### src/pkg/mid_pkg.sv
// constants and carrier types for the midrange instruction decoder
// assumes a single core clock; program and data memories sit outside
// ==========================================================================
package mid_pkg;
  localparam int          PC_W          = 13;
  localparam int          FA_W          = 7;
  localparam logic [1:0]  QUARTERS_LAST = 2'h3;        // four clocks per cycle
  localparam logic [1:0]  GRP_BYTE      = 2'h0;
  localparam logic [1:0]  GRP_BIT       = 2'h1;
  localparam logic [1:0]  GRP_BRANCH    = 2'h2;
  localparam logic [1:0]  GRP_LIT       = 2'h3;
  localparam logic [PC_W-1:0] PC_RESET  = 13'h0000;
  localparam logic [7:0]  W_RESET       = 8'h00;
  localparam logic [FA_W-1:0] FA_STATUS = 7'h03;
  localparam logic [FA_W-1:0] FA_LATCH  = 7'h0a;
  localparam logic [FA_W-1:0] FA_TIMER0 = 7'h01;
  localparam int          ST_C          = 0;
  localparam int          ST_DC         = 1;
  localparam int          ST_Z          = 2;
  localparam int          ST_PD         = 3;
  localparam int          ST_TO         = 4;
  localparam logic [7:0]  STATUS_RESET  = 8'h18;
  localparam logic [13:0] OP_NOP        = 14'h0000;
  localparam logic [13:0] OP_RETURN     = 14'h0008;
  localparam logic [13:0] OP_RETFIE     = 14'h0009;
  localparam logic [13:0] OP_SLEEP      = 14'h0063;
  localparam logic [13:0] OP_WDCLR      = 14'h0064;

  typedef enum logic [3:0] {
    mid_movwf_t_unused, mid_sub, mid_dec, mid_ior, mid_and, mid_xor, mid_add, mid_mov,
    mid_com, mid_inc, mid_decsz, mid_rrf, mid_rlf, mid_swap, mid_incsz
  } mid_byte_op_t;

  typedef struct packed {
    logic            we;
    logic [FA_W-1:0] addr;
    logic [7:0]      data;
  } mid_fwr_t;
endpackage : mid_pkg

### src/hw/mid_core.sv
// instruction decode and execute for a midrange 14-bit core
// assumes prog_data is valid for prog_addr by the last quarter, and file data
// combinationally readable at file_raddr; ports read back with pin levels
//
// The register offsets and the address-and-strobe port were decided locally.
`timescale 1ns/1ps
module mid_core #(
  parameter int STACK_DEPTH = 8
) (
  input  wire logic                      clk,           // core clock
  input  wire logic                      rst_b,         // async reset, low
  output logic [mid_pkg::PC_W-1:0]       prog_addr,     // fetch address
  input  wire logic [13:0]               prog_data,     // fetched word
  output logic [mid_pkg::FA_W-1:0]       file_raddr,    // file read address
  input  wire logic [7:0]                file_rdata,    // file read data (pins for ports)
  output mid_pkg::mid_fwr_t              file_wr,       // file write, one clk pulse
  input  wire logic                      timer_zero_count_presc_on, // prescaler owned by timer zero
  output logic                           timer_zero_count_presc_clr,// prescaler clear pulse
  output logic                           wdog_clr,      // watchdog and prescaler clear
  output logic                           sleep_req,     // stop oscillator, level
  output logic [7:0]                     acc_out,       // accumulator
  output logic [7:0]                     status_out,    // status flags
  output logic                           cycle_strobe   // last quarter of a cycle
);
  import mid_pkg::*;

  // ========================================================================
  // quarter counter
  // quarter 3 is the only execute slot; the rest leave fetch and file read time
  logic [1:0] quarter_q;
  always_ff @(posedge clk or negedge rst_b) begin
    if (!rst_b) begin
      quarter_q <= 2'h0;
    end else begin
      quarter_q <= quarter_q + 2'h1;
    end
  end
  wire logic exec = (quarter_q == QUARTERS_LAST);
  assign cycle_strobe = exec;

  // ========================================================================
  // architectural state
  logic [PC_W-1:0] pc_q;
  logic [7:0]      w_q;
  logic [7:0]      st_q;
  logic [7:0]      latch_q;
  logic            flush_q;                      // this cycle is a no-operation
  logic            halt_q;
  logic            hold_q;                       // branch target already in pc
  logic [PC_W-1:0] stack_q [STACK_DEPTH];
  logic [$clog2(STACK_DEPTH)-1:0] sp_q;

  // ========================================================================
  // field decode
  // a flushed cycle decodes as a no-operation, so no field can leak a write
  wire logic [13:0]     ins  = flush_q ? OP_NOP : prog_data;
  wire logic [1:0]      grp  = ins[13:12];
  wire logic [3:0]      bop  = ins[11:8];
  wire logic            dst  = ins[7];
  wire logic [FA_W-1:0] fa   = ins[6:0];
  wire logic [1:0]      tbop = ins[11:10];
  wire logic [2:0]      bnum = ins[9:7];
  wire logic [7:0]      lit  = ins[7:0];
  wire logic [7:0]      fv   = file_rdata;

  assign file_raddr = fa;
  assign prog_addr  = pc_q;

  // ========================================================================
  // execute
  logic [7:0]      res;
  logic            wr_f;
  logic            wr_w;
  logic [7:0]      st_d;
  logic [PC_W-1:0] pc_d;
  logic            skip;
  logic            push;
  logic            pop;
  logic            pc_load;
  logic            go_sleep;
  logic            do_wdclr;
  logic [8:0]      sum;
  logic [4:0]      nib;
  logic [7:0]      bmask;

  // defaults describe a no-operation; each opcode overrides only what it owns
  always_comb begin
    res      = 8'h00;
    wr_f     = 1'b0;
    wr_w     = 1'b0;
    st_d     = st_q;
    pc_d     = pc_q + 13'h0001;
    skip     = 1'b0;
    push     = 1'b0;
    pop      = 1'b0;
    pc_load  = 1'b0;
    go_sleep = 1'b0;
    do_wdclr = 1'b0;
    sum      = 9'h000;
    nib      = 5'h00;
    bmask    = 8'h01 << bnum;
    case (grp)
      GRP_BYTE: begin
        wr_f = dst;
        wr_w = !dst;
        case (bop)
          // opcode zero with destination clear holds the control words
          4'h0: begin
            wr_w = 1'b0;
            wr_f = dst;
            res  = w_q;
            if (!dst) begin
              case (ins)
                OP_RETURN, OP_RETFIE: begin
                  pop  = 1'b1;
                  pc_load = 1'b1;
                  pc_d = stack_q[sp_q - 1'b1];
                  skip = 1'b1;
                end
                OP_WDCLR: begin
                  do_wdclr     = 1'b1;
                  st_d[ST_TO]  = 1'b1;
                  st_d[ST_PD]  = 1'b1;
                end
                OP_SLEEP: begin
                  do_wdclr     = 1'b1;
                  go_sleep     = 1'b1;
                  st_d[ST_TO]  = 1'b1;
                  st_d[ST_PD]  = 1'b0;
                end
                default: ;
              endcase
            end
          end
          4'h1: begin
            res       = 8'h00;
            st_d[ST_Z] = 1'b1;
          end
          // subtraction adds the two's complement, so carry means no borrow
          4'h2, 4'h7: begin
            sum = (bop == 4'h7) ? ({1'b0, fv} + {1'b0, w_q})
                                : ({1'b0, fv} + {1'b0, ~w_q} + 9'h001);
            nib = (bop == 4'h7) ? ({1'b0, fv[3:0]} + {1'b0, w_q[3:0]})
                                : ({1'b0, fv[3:0]} + {1'b0, ~w_q[3:0]} + 5'h01);
            res         = sum[7:0];
            st_d[ST_C]  = sum[8];
            st_d[ST_DC] = nib[4];
            st_d[ST_Z]  = (sum[7:0] == 8'h00);
          end
          4'h3: begin
            res        = fv - 8'h01;
            st_d[ST_Z] = (res == 8'h00);
          end
          4'h4: begin
            res        = w_q | fv;
            st_d[ST_Z] = (res == 8'h00);
          end
          4'h5: begin
            res        = w_q & fv;
            st_d[ST_Z] = (res == 8'h00);
          end
          4'h6: begin
            res        = w_q ^ fv;
            st_d[ST_Z] = (res == 8'h00);
          end
          4'h8: begin
            res        = fv;
            st_d[ST_Z] = (res == 8'h00);
          end
          4'h9: begin
            res        = ~fv;
            st_d[ST_Z] = (res == 8'h00);
          end
          4'ha: begin
            res        = fv + 8'h01;
            st_d[ST_Z] = (res == 8'h00);
          end
          // a zero result skips by flushing the next word, not by stepping twice
          4'hb: begin
            res  = fv - 8'h01;
            skip = (res == 8'h00);
          end
          4'hc: begin
            res        = {st_q[ST_C], fv[7:1]};
            st_d[ST_C] = fv[0];
          end
          4'hd: begin
            res        = {fv[6:0], st_q[ST_C]};
            st_d[ST_C] = fv[7];
          end
          4'he: begin
            res = {fv[3:0], fv[7:4]};
          end
          default: begin
            res  = fv + 8'h01;
            skip = (res == 8'h00);
          end
        endcase
      end
      // bit number selects a one-hot mask; the tests leave the file untouched
      GRP_BIT: begin
        case (tbop)
          2'h0: begin
            res  = fv & ~bmask;
            wr_f = 1'b1;
          end
          2'h1: begin
            res  = fv | bmask;
            wr_f = 1'b1;
          end
          2'h2: skip = ((fv & bmask) == 8'h00);
          default: skip = ((fv & bmask) != 8'h00);
        endcase
      end
      // bit 11 clear marks a call, set marks a plain jump
      GRP_BRANCH: begin
        pc_d = {latch_q[4:3], ins[10:0]};
        push = !ins[11];
        skip = 1'b1;
        pc_load = 1'b1;
      end
      // undefined literal codes fall to the inner default and change nothing
      default: begin
        wr_w = 1'b1;
        casez (ins[11:8])
          4'b00??: begin
            res = lit;
          end
          4'b01??: begin
            res  = lit;
            pop  = 1'b1;
            pc_load = 1'b1;
            pc_d = stack_q[sp_q - 1'b1];
            skip = 1'b1;
          end
          4'b1000: begin
            res        = w_q | lit;
            st_d[ST_Z] = (res == 8'h00);
          end
          4'b1001: begin
            res        = w_q & lit;
            st_d[ST_Z] = (res == 8'h00);
          end
          4'b1010: begin
            res        = w_q ^ lit;
            st_d[ST_Z] = (res == 8'h00);
          end
          4'b110?, 4'b111?: begin
            sum = ins[9] ? ({1'b0, lit} + {1'b0, w_q})
                         : ({1'b0, lit} + {1'b0, ~w_q} + 9'h001);
            nib = ins[9] ? ({1'b0, lit[3:0]} + {1'b0, w_q[3:0]})
                         : ({1'b0, lit[3:0]} + {1'b0, ~w_q[3:0]} + 5'h01);
            res         = sum[7:0];
            st_d[ST_C]  = sum[8];
            st_d[ST_DC] = nib[4];
            st_d[ST_Z]  = (sum[7:0] == 8'h00);
          end
          default: wr_w = 1'b0;
        endcase
      end
    endcase
  end

  // ========================================================================
  // commit at the last quarter; held off entirely while halted
  wire logic commit = exec && !halt_q;
  wire logic fw     = commit && wr_f;

  always_ff @(posedge clk or negedge rst_b) begin
    if (!rst_b) begin
      pc_q    <= PC_RESET;
      flush_q <= 1'b0;
    end else if (commit) begin
      if (!flush_q) begin
        pc_q <= pc_d;
      end else if (!hold_q) begin
        pc_q <= pc_q + 13'h0001;
      end
      flush_q <= !flush_q && skip;
    end
  end

  // a load already points pc at its target; the flushed cycle must not move it
  always_ff @(posedge clk or negedge rst_b) begin
    if (!rst_b) begin
      hold_q <= 1'b0;
    end else if (commit) begin
      hold_q <= !flush_q && pc_load;
    end
  end

  // accumulator only moves on an executed instruction
  always_ff @(posedge clk or negedge rst_b) begin
    if (!rst_b) begin
      w_q <= W_RESET;
    end else if (commit && wr_w) begin
      w_q <= res;
    end
  end

  // status written by an instruction loses to the flags it computes
  always_ff @(posedge clk or negedge rst_b) begin
    if (!rst_b) begin
      st_q <= STATUS_RESET;
    end else if (fw && fa == FA_STATUS) begin
      st_q <= {res[7:5], st_q[ST_TO], st_q[ST_PD], st_d[2:0]};
    end else if (commit) begin
      st_q <= st_d;
    end
  end

  // only bits four and three of the upper latch feed branch targets
  always_ff @(posedge clk or negedge rst_b) begin
    if (!rst_b) begin
      latch_q <= 8'h00;
    end else if (fw && fa == FA_LATCH) begin
      latch_q <= res;
    end
  end

  // stack wraps like a ring; overflow overwrites the oldest entry
  // no underflow guard: a return on an empty stack reads the ring's last slot
  always_ff @(posedge clk or negedge rst_b) begin
    if (!rst_b) begin
      sp_q <= '0;
      for (int i = 0; i < STACK_DEPTH; i++) begin
        stack_q[i] <= '0;
      end
    end else if (commit && push) begin
      stack_q[sp_q] <= pc_q + 13'h0001;
      sp_q          <= sp_q + 1'b1;
    end else if (commit && pop) begin
      sp_q <= sp_q - 1'b1;
    end
  end

  // only reset restarts the core; no wake input clears the halt
  always_ff @(posedge clk or negedge rst_b) begin
    if (!rst_b) begin
      halt_q <= 1'b0;
    end else if (commit && go_sleep) begin
      halt_q <= 1'b1;
    end
  end

  // ========================================================================
  // outputs
  // write and clear pulses stand one clock, registered on the execute edge itself
  always_ff @(posedge clk or negedge rst_b) begin
    if (!rst_b) begin
      file_wr <= '0;
    end else begin
      file_wr.we   <= fw;
      file_wr.addr <= fa;
      file_wr.data <= res;
    end
  end

  // prescaler clear rides with the timer-zero write it belongs to
  always_ff @(posedge clk or negedge rst_b) begin
    if (!rst_b) begin
      timer_zero_count_presc_clr <= 1'b0;
    end else begin
      timer_zero_count_presc_clr <= fw && fa == FA_TIMER0 && timer_zero_count_presc_on;
    end
  end

  always_ff @(posedge clk or negedge rst_b) begin
    if (!rst_b) begin
      wdog_clr <= 1'b0;
    end else begin
      wdog_clr <= commit && do_wdclr;
    end
  end

  assign sleep_req  = halt_q;
  assign acc_out    = w_q;
  assign status_out = st_q;
endmodule : mid_core

### config.mk
export PLATFORM = sky130hd
export DESIGN_NAME = mid_core
export DESIGN_NICKNAME = d
export VERILOG_FILES = /design/src/pkg/mid_pkg.sv /design/src/hw/mid_core.sv
export SDC_FILE = /design/constraint.sdc
export NUM_CORES = 1
export LEC_CHECK = 0
export BUFFER_PORTS_ARGS = -buffer_cell sky130_fd_sc_hd__buf_2
export CAP_MARGIN = 20
export CORE_MARGIN = 8
export CORE_UTILIZATION = 30
export CTS_CLUSTER_SIZE = 16
export DETAILED_ROUTE_END_ITERATION = 7
export GPL_TIMING_DRIVEN = 0
export SYNTH_ARGS = -nofsm -noshare
export SYNTH_HDL_FRONTEND = slang
export SYNTH_SLANG_ARGS = --single-unit
### constraint.sdc
create_clock -name clk -period 5.25 [get_ports clk]
set_input_delay 0.2625 -clock clk [delete_from_list [all_inputs] [get_ports clk]]
set_output_delay 0.2625 -clock clk [all_outputs]
set_load 0.1 [all_outputs]
==> results of run 1 <==
-- registers in the layout, indices dropped and copies added (netlist names), 2 cells and up --
| name | flops |
|---|---|
| latch_q | 2 |
| prog_addr | 13 |
| status_out | 7 |
| quarter_q | 2 |
| sp_q | 3 |
| stack_q | 104 |
| acc_out | 8 |
| file_wr | 16 |
-- power groups by stage --
stage | clock network, mW | logic [mW] | registers [mW]
after floorplan | 0 | 2.39 | 2.73
after global placement | 0 | 4.44 | 1.98
after detailed placement | 0 | 4.47 | 1.99
after CTS | 1.21 | 4.49 | 1.97
after global routing | 1.26 | 4.81 | 2.03
final | 1.19 | 4.52 | 1.99
-- metal layers --
| layer | up-vias | share of wire | routed length (um) |
|---|---|---|---|
| met5 | - | 0 | 0 |
| met4 | 0 | 0.046 | 2179 |
| met3 | 117 | 0.070 | 3290 |
| met2 | 544 | 0.48 | 22530 |
| met1 | 5429 | 0.41 | 19250 |
| li1 | 4881 | - | - |
-- area by class of cell --
cell class	instances	area, um2
Buffer	92	377.9
Inverter	54	202.7
Timing Repair Buffer	82	447.9
Fill cell	3937	24470
Tap cell	474	593.1
Multi-Input combinational cell	975	6654
Clock buffer	19	432.9
Sequential cell	160	4005
Clock inverter	13	126.4
-- tightest hold or removal path: stages --
cell,delay [ns]
buf_2,0.14
nand4_1,0.12
nand2_1,0.07
-- cell families (layout without fill, tap and decap cells) --
kind of cell               Yosys count  after routing  share of synthesized area
buffers and inverters              146            260                    0.05165
adders and majority gates           67             67                    0.07703
xor gates and xnor gates            33             33                    0.02572
muxes                               70             70                    0.09318
and+or+nand+nor                    440            440                     0.1919
DFF                                160            160                     0.3563
AOI/OAI and AO/OA                  364            364                     0.2038
other                                1              1                  0.0003336
-- worst max-delay path by stage --
| stage | startpoint | to | slack (ns) | depth (start not counted) |
|---|---|---|---|---|
| CTS | flush_q$_DFFE_PN0P_ | status_out[2]$_DFFE_PN0P_ | 0.24 | 13 |
| global placement | flush_q$_DFFE_PN0P_ | status_out[2]$_DFFE_PN0P_ | 0.27 | 13 |
| floorplan | flush_q$_DFFE_PN0P_ | status_out[2]$_DFFE_PN0P_ | 1.07 | 14 |
| global route | flush_q$_DFFE_PN0P_ | status_out[2]$_DFFE_PN0P_ | 0.01 | 13 |
| detailed placement | flush_q$_DFFE_PN0P_ | status_out[2]$_DFFE_PN0P_ | 0.29 | 13 |
| finish | flush_q$_DFFE_PN0P_ | status_out[2]$_DFFE_PN0P_ | 0.13 | 13 |
-- stage by stage --
step	cell area [um2]	total power, mW
after floorplan	11240	5.119
after global placement	12220	6.426
after detailed placement	12270	6.463
after CTS	12830	7.679
after global routing	12840	8.106
final	12840	7.704
-- cell usage after synthesis (5+ instances only) --
cell type  number  area (um2)
dfrtp_1       159        3979
nand2_1       121       454.2
nor2_1        114       427.9
o21ai_0       106       530.5
a21oi_1       104       520.5
clkbuf_1       73       274.0
ha_1           62       775.7
inv_1          52       195.2
nand3_1        39       195.2
nor3_1         29       145.1
mux2i_1        27       270.3
mux4_2         26       585.6
nor4_1         23       143.9
xnor2_1        21       183.9
a211oi_1       17       127.6
mux2_2         17       191.4
nand2b_1       17       106.4
o211ai_1       16       120.1
a31oi_1        15       93.84
nand4_1        15       93.84
nor2b_1        12       75.07
xor2_1         12       105.1
and3_1         11       68.82
or3_1          11       68.82
a221oi_1       10       87.58
buf_2          10       50.05
o22ai_1        10       62.56
o31ai_1         9       67.56
or2_2           8       50.05
or4_1           8       60.06
o221ai_1        7       61.31
a21o_1          6       45.04
nor3b_1         6       45.04
o21a_1          5       37.54
o41ai_1         5       43.79
-- placed cells by master (no fill, tap or decap), types with 16 or more instances in the layout --
cell         n
ha_1        62
clkbuf_16   17
a21oi_1    104
nand2_1    121
mux2_2      17
nor4_1      23
inv_1       52
a211oi_1    17
nor3_1      29
dfrtp_1    159
clkbuf_1    75
o211ai_1    16
xnor2_1     21
mux4_2      26
buf_2       89
nor2_1     114
nand2b_1    17
mux2i_1     27
o21ai_0    106
nand3_1     39
==> run_results.csv, run 1 <==
group,metric,value,unit
floorplanning,die_h,209.6,um
synth,synth_cell_type_count,80,
timing,tns,0,ns
hold_path,whs_endpoint,"wdog_clr$_DFF_PN0_",
drt,wl,47250,um
power,power.internal,3.592,mW
place,dp_hpwl,36820,um
synth,ys_seq_area_frac,0.3563,
drt,viasPerCell,5.870,
floorplanning,die_w,209.6,um
worst_setup_path,slowest_delay,0.68,ns
power,pwr-share-seq,0.258,
cts,cts_hold_buf,1,
worst_setup_path,regToRegSetupSlack,0.13,ns
synth,synth-edff-count,0,
drt,via_count,10970,
timing,fmax,195.4,MHz
power,power_leakage,5.540,nW
cts,cts_buffers,17,
worst_setup_path,timing.rr.start,"flush_q$_DFFE_PN0P_",
final_layout,drive_gt1_frac,0.1362,
synth,syn-num-nets,1372,
drt,drc,0,
global_route,met3_usage,0.03461,
timing,post-route-min-period,5.117,ns
worst_setup_path,worstPathArrival,5.46,ns
place,dp.cells,1835,
cts,cts_resized,0,
timing,finalClockSkew,0.01032,ns
cts,clock_path_buffers,2,
cts,cts_setup_buffers,0,
global_route,grt_use_met2,0.3505,
drt,dr.pass1.iters,5,
final_layout,diodes,0,
worst_setup_path,critPathBufInv,4,
cts,root_buffer,"clkbuf_16",
global_route,grt_pass1_wl,71390,um
worst_setup_path,r2r-end,"status_out[2]$_DFFE_PN0P_",
cts,clk_pin_slew,0.07,ns
synth,synth-seq-cells,160,
global_route,antenna_found_initial,1,
hold_path,hold_start,"prog_data[0]",
worst_setup_path,critPathRequiredTime,5.59,ns
timing,slew_headroom,0.2463,
worst_setup_path,path_cells,"buf_2, inv_1, clkbuf_1, nand2_1, inv_1, ha_1, fa_1, a21o_1, a211oi_1, nor3_1, nor4b_1, or4b_2, a32oi_1",
power,p_per_area,600.0,nW/um2
synth,syn-mean-instance-area,8.774,um2
hold_path,worstHoldPathCells,3,
place,post-place-ws,0.2876,ns
drt,drt_iter0_drc,1116,
final_layout,area_growth,14.24,%
power,ir_drop,0.0005382,V
power,p_clk_frac,0.155,
floorplanning,core_area,37310,um2
global_route,grt_max_degree,101,
floorplanning,initial_core_util,0.3012,
place,io_buffers,78,
synth,synth_flop_cell,"dfrtp_1",
worst_setup_path,crit_fanout,10,
timing,setup_viol,0,
synth,async_reset_ff_frac,1.000,
synth,netlist_area,11240,um2
timing,holdWs,0.2003,ns
global_route,overflow,0,
floorplanning,dieArea,43920,um2
worst_setup_path,crit_path_end_kind,"flip-flop",
worst_setup_path,cp-start-kind,"flip-flop",
floorplanning,rows,71,
place,gp_congestion,1.013,
timing,finalCritPeriodShare,0.9747,
worst_setup_path,rr_worst_depth,13,
worst_setup_path,critPathTopFamily,"simple AND/OR/NAND/NOR gates",
timing,slew_viol_final,0,
power,switchingPower,4.111,mW
timing,rsz0062_at_grt,"false",
hold_path,hold_path.class,"in -> reg",
worst_setup_path,slowest_stage,"or4b_2",
global_route,grtUsageTotal,0.2124,
synth,ys_warn_count,0,
final_layout,fin_cells,1869,
cts,cts.sinks,160,
timing,setup_slack,0.1328,ns
power,combPwrFrac,0.587,
global_route,first_global_vias,10930,
worst_setup_path,crit_top_cell,"inv_1",
power,swShare,0.5337,
timing,worst_pin_slew,1.122,ns
worst_setup_path,worst-setup-path-type,"reg -> reg",
global_route,met1_usage,0.2704,
timing,finalHoldViolations,0,
flow_run,max_cap_violations,0,
final_layout,utilization,0.3441,
global_route,top_usage_layer,"met2",
final_layout,nets,1473,
drt,post_drt_wl_per_cell,25.28,um
synth,syn_inst,1281,
status,outcome,"completed",
drt,drtAntennaViolNets,0,
cts,clk_latency,0.43,ns
cts,cts_tree,"built",
floorplanning,pin_count,81,
cts,h-tree-depth,4,
No activity file was read; power rests on OpenSTA's default activity.
==> inputs of run 2 (changes only) <==
Settings changed: MAX_ROUTING_LAYER set to met4.
==> run 2 against run 1 <==
  * Hold slack worse by 0.011 ns
  * Design area is 0.64% higher
  * Via count is 0.15% lower
  * Critical path depth stayed put
  * Sequential cell count stayed put
  * Largest cell class unchanged
==> run_results.csv, run 2 (synthesized netlist as in run 1, its figures left out) <==
group,metric,value,unit
status,outcome,"completed",
worst_setup_path,regToRegSetupSlack,0.08,ns
timing,setup_slack,0.08083,ns
drt,via_count,10950,
worst_setup_path,startpoint,"flush_q$_DFFE_PN0P_",
worst_setup_path,path_cells,"buf_2, inv_1, clkbuf_1, nand2_1, inv_1, ha_1, fa_1, a21o_1, a211oi_1, nor3_1, nor4b_1, or4b_2, a32oi_1",
worst_setup_path,critPathRequiredTime,5.60,ns
worst_setup_path,crit_fanout,10,
cts,cts.sinks,160,
place,post-place-ws,0.3120,ns
final_layout,layout_common_cells,"dfrtp_1 (159), nand2_1 (121), nor2_1 (114)",
floorplanning,core_area,37310,um2
cts,clock_path_buffers,2,
final_layout,drive_gt1_frac,0.1376,
worst_setup_path,crit_top_cell,"inv_1",
cts,cts_resized,0,
drt,met3_length,3518,um
final_layout,largest_reg_flops,104,
timing,post-route-min-period,5.169,ns
drt,viasPerCell,5.858,
timing,rsz0062_at_grt,"false",
cts,cts_setup_buffers,0,
worst_setup_path,worstPathArrival,5.52,ns
timing,finalClockSkew,0.01653,ns
global_route,first_global_vias,10910,
final_layout,fin_cells,1870,
worst_setup_path,crit_path_end_kind,"flip-flop",
worst_setup_path,critPathBufInv,4,
cts,cts_hold_buf,1,
floorplanning,pin_count,81,
timing,slew_headroom,0.2544,
timing,slew_viol_final,0,
drt,dr.max_layer_used,"met4",
drt,drt_iter0_drc,1099,
power,p_per_area,603.5,nW/um2
global_route,grt_pass1_wl,69770,um
timing,finalHoldViolations,0,
global_route,grtUsageTotal,0.2126,
hold_path,whs_endpoint,"wdog_clr$_DFF_PN0_",
worst_setup_path,critPathTopFamily,"simple AND/OR/NAND/NOR gates",
cts,cts_tree,"built",
hold_path,worstHoldPathCells,3,
worst_setup_path,r2r-end,"status_out[2]$_DFFE_PN0P_",
place,dp.cells,1835,
worst_setup_path,worst-setup-path-type,"reg -> reg",
worst_setup_path,cp-start-kind,"flip-flop",
drt,drt-met1-wl,18660,um
cts,cts_buffers,17,
place,dp_hpwl,35660,um
final_layout,fillCellCount,3913,
timing,worst_pin_slew,1.108,ns
floorplanning,dieArea,43920,um2
drt,post_drt_wl_per_cell,24.68,um
cts,h-tree-depth,4,
drt,wl_met2,22320,um
final_layout,nets,1473,
floorplanning,initial_core_util,0.3012,
timing,finalCritPeriodShare,0.9846,
drt,drc,0,
cts,root_buffer,"clkbuf_16",
floorplanning,die_w,209.6,um
final_layout,area_growth,14.97,%
worst_setup_path,slowest_stage,"or4b_2",
cts,clk_pin_slew,0.08,ns
place,io_buffers,78,
power,ir_drop,0.0003026,V
worst_setup_path,slowest_delay,0.68,ns
floorplanning,rows,71,
timing,setup_viol,0,
power,power_leakage,5.570,nW
global_route,antenna_found_initial,0,
floorplanning,die_h,209.6,um
cts,clk_latency,0.44,ns
timing,fmax,193.5,MHz
timing,tns,0,ns
worst_setup_path,timing.rr.start,"flush_q$_DFFE_PN0P_",
hold_path,hold_path.class,"in -> reg",
hold_path,hold_start,"prog_data[0]",
timing,holdWs,0.1891,ns
drt,dr.pass1.iters,7,
final_layout,final_common_cell,"dfrtp_1",
global_route,overflow,0,
flow_run,max_cap_violations,0,
global_route,grt_max_degree,121,
drt,drtAntennaViolNets,0,
final_layout,largest_register,"stack_q",
worst_setup_path,rr_worst_depth,13,
final_layout,utilization,0.3463,
place,gp_congestion,1.028,
drt,wl,46160,um
## run 2: changes by cell type in the layout (fill, tap and decap cells not counted), moves of 2 or more
cell,before,now
clkinv_2,2,0
clkinv_4,4,0
clkbuf_1,75,73
inv_6,5,2
inv_8,0,4
clkinv_8,0,7
## run 2: worst max-delay path by stage
stage,endpoint,cells past startpoint
global route,status_out[2]$_DFFE_PN0P_,13
finish,status_out[2]$_DFFE_PN0P_,13
detailed placement,status_out[2]$_DFFE_PN0P_,13
CTS,status_out[2]$_DFFE_PN0P_,13
global placement,status_out[2]$_DFFE_PN0P_,13
floorplan,status_out[2]$_DFFE_PN0P_,14
## run 2: power breakdown
part | switching [mW] | internal (mW) | total [mW]
Combinational | 3.18 | 1.31 | 4.49
Clock | 0.631 | 0.697 | 1.33
Sequential | 0.364 | 1.62 | 1.98
## run 2: tightest hold or removal path, cell delays in order
cell and delay [ns]:
buf_2 0.14, nand4_1 0.12, nand2_1 0.06
## run 2: layer usage
| metal | global-route usage | vias up |
|---|---|---|
| li1 | - | 4884 |
| met5 | - | - |
| met4 | 0.08457 | 0 |
| met1 | 0.2587 | 5441 |
| met3 | 0.03804 | 105 |
| met2 | 0.3473 | 524 |
## run 2: metrics by stage
stage / instance area, um2 / power (mW)
after CTS: 12910 / 7.750
final: 12920 / 7.798
after detailed placement: 12270 / 6.414
after global routing: 12920 / 8.187
after global placement: 12220 / 6.390
after floorplan: 11240 / 5.119
## run 2: area by class of cell
class	instances	area [um2]	share of cell area
Antenna cell	1	2.502	0.0001936
Timing Repair Buffer	82	447.9	0.03466
Tap cell	474	593.1	0.04589
Inverter	54	202.7	0.01569
Sequential cell	160	4005	0.3099
Buffer	92	377.9	0.02924
Clock inverter	15	214.0	0.01656
Multi-Input combinational cell	975	6654	0.5149
Clock buffer	17	425.4	0.03292
==> inputs of run 3 (changes only) <==
Settings changed: PLACE_DENSITY_LB_ADDON set to 0.2.
==> run 3 against run 2 <==
  * Count of clock-buffer cells in the layout rose by 3
  * Register-to-register slack better by 0.38 ns
  * Clock skew shrank 0.0041 ns
  * Core utilization decreased by 0.12 points
  * Critical endpoint unchanged
==> run_results.csv, run 3 (synthesized netlist as in run 1, its figures left out) <==
group,metric,value,unit
final_layout,final_common_cell,"dfrtp_1",
drt,post_drt_wl_per_cell,25.44,um
status,outcome,"completed",
hold_path,hold_path.class,"in -> reg",
worst_setup_path,critPathBufInv,4,
global_route,met1_usage,0.2685,
worst_setup_path,crit_top_cell,"inv_1",
worst_setup_path,worst-setup-path-type,"reg -> reg",
drt,via_count,10690,
cts,cts_hold_buf,1,
cts,cts.sinks,160,
power,p_per_area,605.4,nW/um2
global_route,overflow,0,
final_layout,diodes,0,
global_route,met3_usage,0.02655,
cts,clk_pin_slew,0.07,ns
final_layout,largest_register,"stack_q",
worst_setup_path,cp-endpoint,"status_out[2]$_DFFE_PN0P_",
worst_setup_path,path_cells,"buf_2, inv_1, clkbuf_1, nand2_1, inv_1, ha_1, fa_1, a21o_1, a211oi_1, nor3_1, nor4b_1, or4b_2, a32oi_1",
worst_setup_path,crit_path_end_kind,"flip-flop",
final_layout,area_growth,14.56,%
power,power_leakage,5.550,nW
global_route,antenna_found_initial,1,
floorplanning,initial_core_util,0.3012,
cts,h-tree-depth,4,
place,placed_area,12260,um2
flow_run,max_cap_violations,0,
worst_setup_path,path_depth,13,
final_layout,fin_area,12880,um2
global_route,top_usage_layer,"met2",
cts,cts_tree,"built",
timing,setup_viol,0,
drt,drc,0,
floorplanning,core_area,37310,um2
timing,finalCritPeriodShare,0.9125,
floorplanning,dieArea,43920,um2
drt,wl,47490,um
worst_setup_path,slowest_stage,"a211oi_1",
worst_setup_path,regToRegSetupSlack,0.46,ns
cts,cts_buffers,17,
global_route,first_global_vias,10890,
worst_setup_path,critPathRequiredTime,5.61,ns
worst_setup_path,worstPathArrival,5.15,ns
cts,clk_latency,0.45,ns
floorplanning,die_w,209.6,um
final_layout,nets,1471,
floorplanning,die_h,209.6,um
cts,cts_resized,0,
timing,worst_pin_slew,1.162,ns
drt,viasPerCell,5.726,
timing,holdWs,0.1901,ns
timing,fmax,208.7,MHz
worst_setup_path,slowest_delay,0.65,ns
power,ir_drop,0.0003183,V
timing,rsz0062_at_grt,"false",
final_layout,largest_reg_flops,104,
drt,drt_iter0_drc,907,
timing,slew_headroom,0.2179,
worst_setup_path,crit_fanout,10,
global_route,grt_max_degree,87,
final_layout,drive_gt1_frac,0.1357,
worst_setup_path,rr_worst_depth,13,
cts,cts_setup_buffers,0,
worst_setup_path,critPathTopFamily,"simple AND/OR/NAND/NOR gates",
place,io_buffers,78,
place,dp_hpwl,36650,um
worst_setup_path,cp-start-kind,"flip-flop",
timing,slew_viol_final,0,
global_route,grtUsageTotal,0.2217,
final_layout,layout_common_cells,"dfrtp_1 (159), nand2_1 (121), nor2_1 (114)",
drt,dr.pass1.iters,5,
cts,root_buffer,"clkbuf_16",
global_route,grt_pass1_wl,71590,um
timing,finalClockSkew,0.01244,ns
global_route,grt_use_met2,0.3550,
timing,post-route-min-period,4.791,ns
worst_setup_path,r2r-end,"status_out[2]$_DFFE_PN0P_",
worst_setup_path,timing.rr.start,"flush_q$_DFFE_PN0P_",
worst_setup_path,startpoint,"flush_q$_DFFE_PN0P_",
floorplanning,rows,71,
timing,finalHoldViolations,0,
cts,clock_path_buffers,2,
drt,drtAntennaViolNets,0,
place,gp_congestion,0.9858,
timing,tns,0,ns
floorplanning,pin_count,81,
run 3: how the worst min path moves through the flow:
stage | startpoint | to | slack [ns] | cells after the start
after CTS | prog_data[0] | wdog_clr$_DFF_PN0_ | 0.17 | 3
after detailed placement | rst_b | file_wr[4]$_DFF_PN0_ | 0.32 | 1
after global placement | quarter_q[0]$_DFF_PN0_ | quarter_q[0]$_DFF_PN0_ | 0.41 | 1
after global routing | prog_data[0] | wdog_clr$_DFF_PN0_ | 0.19 | 3
after floorplan | rst_b | acc_out[0]$_DFFE_PN0P_ | -0.03 | 0
final | prog_data[0] | wdog_clr$_DFF_PN0_ | 0.19 | 3
run 3: layout make-up:
class,instances,area (um2)
fillers,3995,24430
multi-input cells,975,6654
flip-flops and latches,160,4005
well taps,474,593.1
clock buffers,20,456.7
repair buffers,80,437.9
plain buffers,92,377.9
inverters,54,202.7
clock inverters,12,148.9
run 3: per-stage QoR:
step             util  total power [mW]  std cells  setup WS [ns]
6_report       0.3451             7.795       1867         0.4593
5_1_grt        0.3451             8.222       1867         0.3035
4_1_cts        0.3451             7.816       1867         0.5225
3_5_place_dp   0.3286             6.462       1834         0.5471
3_3_place_gp   0.3276             6.443       1833         0.4932
2_1_floorplan       -             5.119       1281          1.073
run 3: per-layer routing:
layer / vias up / wire length, um
li1: 4882 / -
met5: - / 0
met2: 364 / 22290
met1: 5332 / 20250
met4: 0 / 2955
met3: 113 / 1995
run 3: worst reg2reg max path, cell delays in order (launching register included):
cell      delay (ns)
dfrtp_1         0.57
buf_2           0.34
inv_1           0.14
clkbuf_1        0.31
nand2_1         0.31
inv_1           0.13
ha_1            0.30
fa_1            0.43
a21o_1          0.18
a211oi_1        0.65
nor3_1          0.11
nor4b_1         0.39
or4b_2          0.63
a32oi_1         0.23
run 3: where the power goes:
| group | internal, mW | leakage (nW) | switching (mW) |
|---|---|---|---|
| combinational | 1.31 | 3.17 | 3.21 |
| sequential | 1.62 | 2.09 | 0.341 |
| clock | 0.740 | 0.293 | 0.576 |
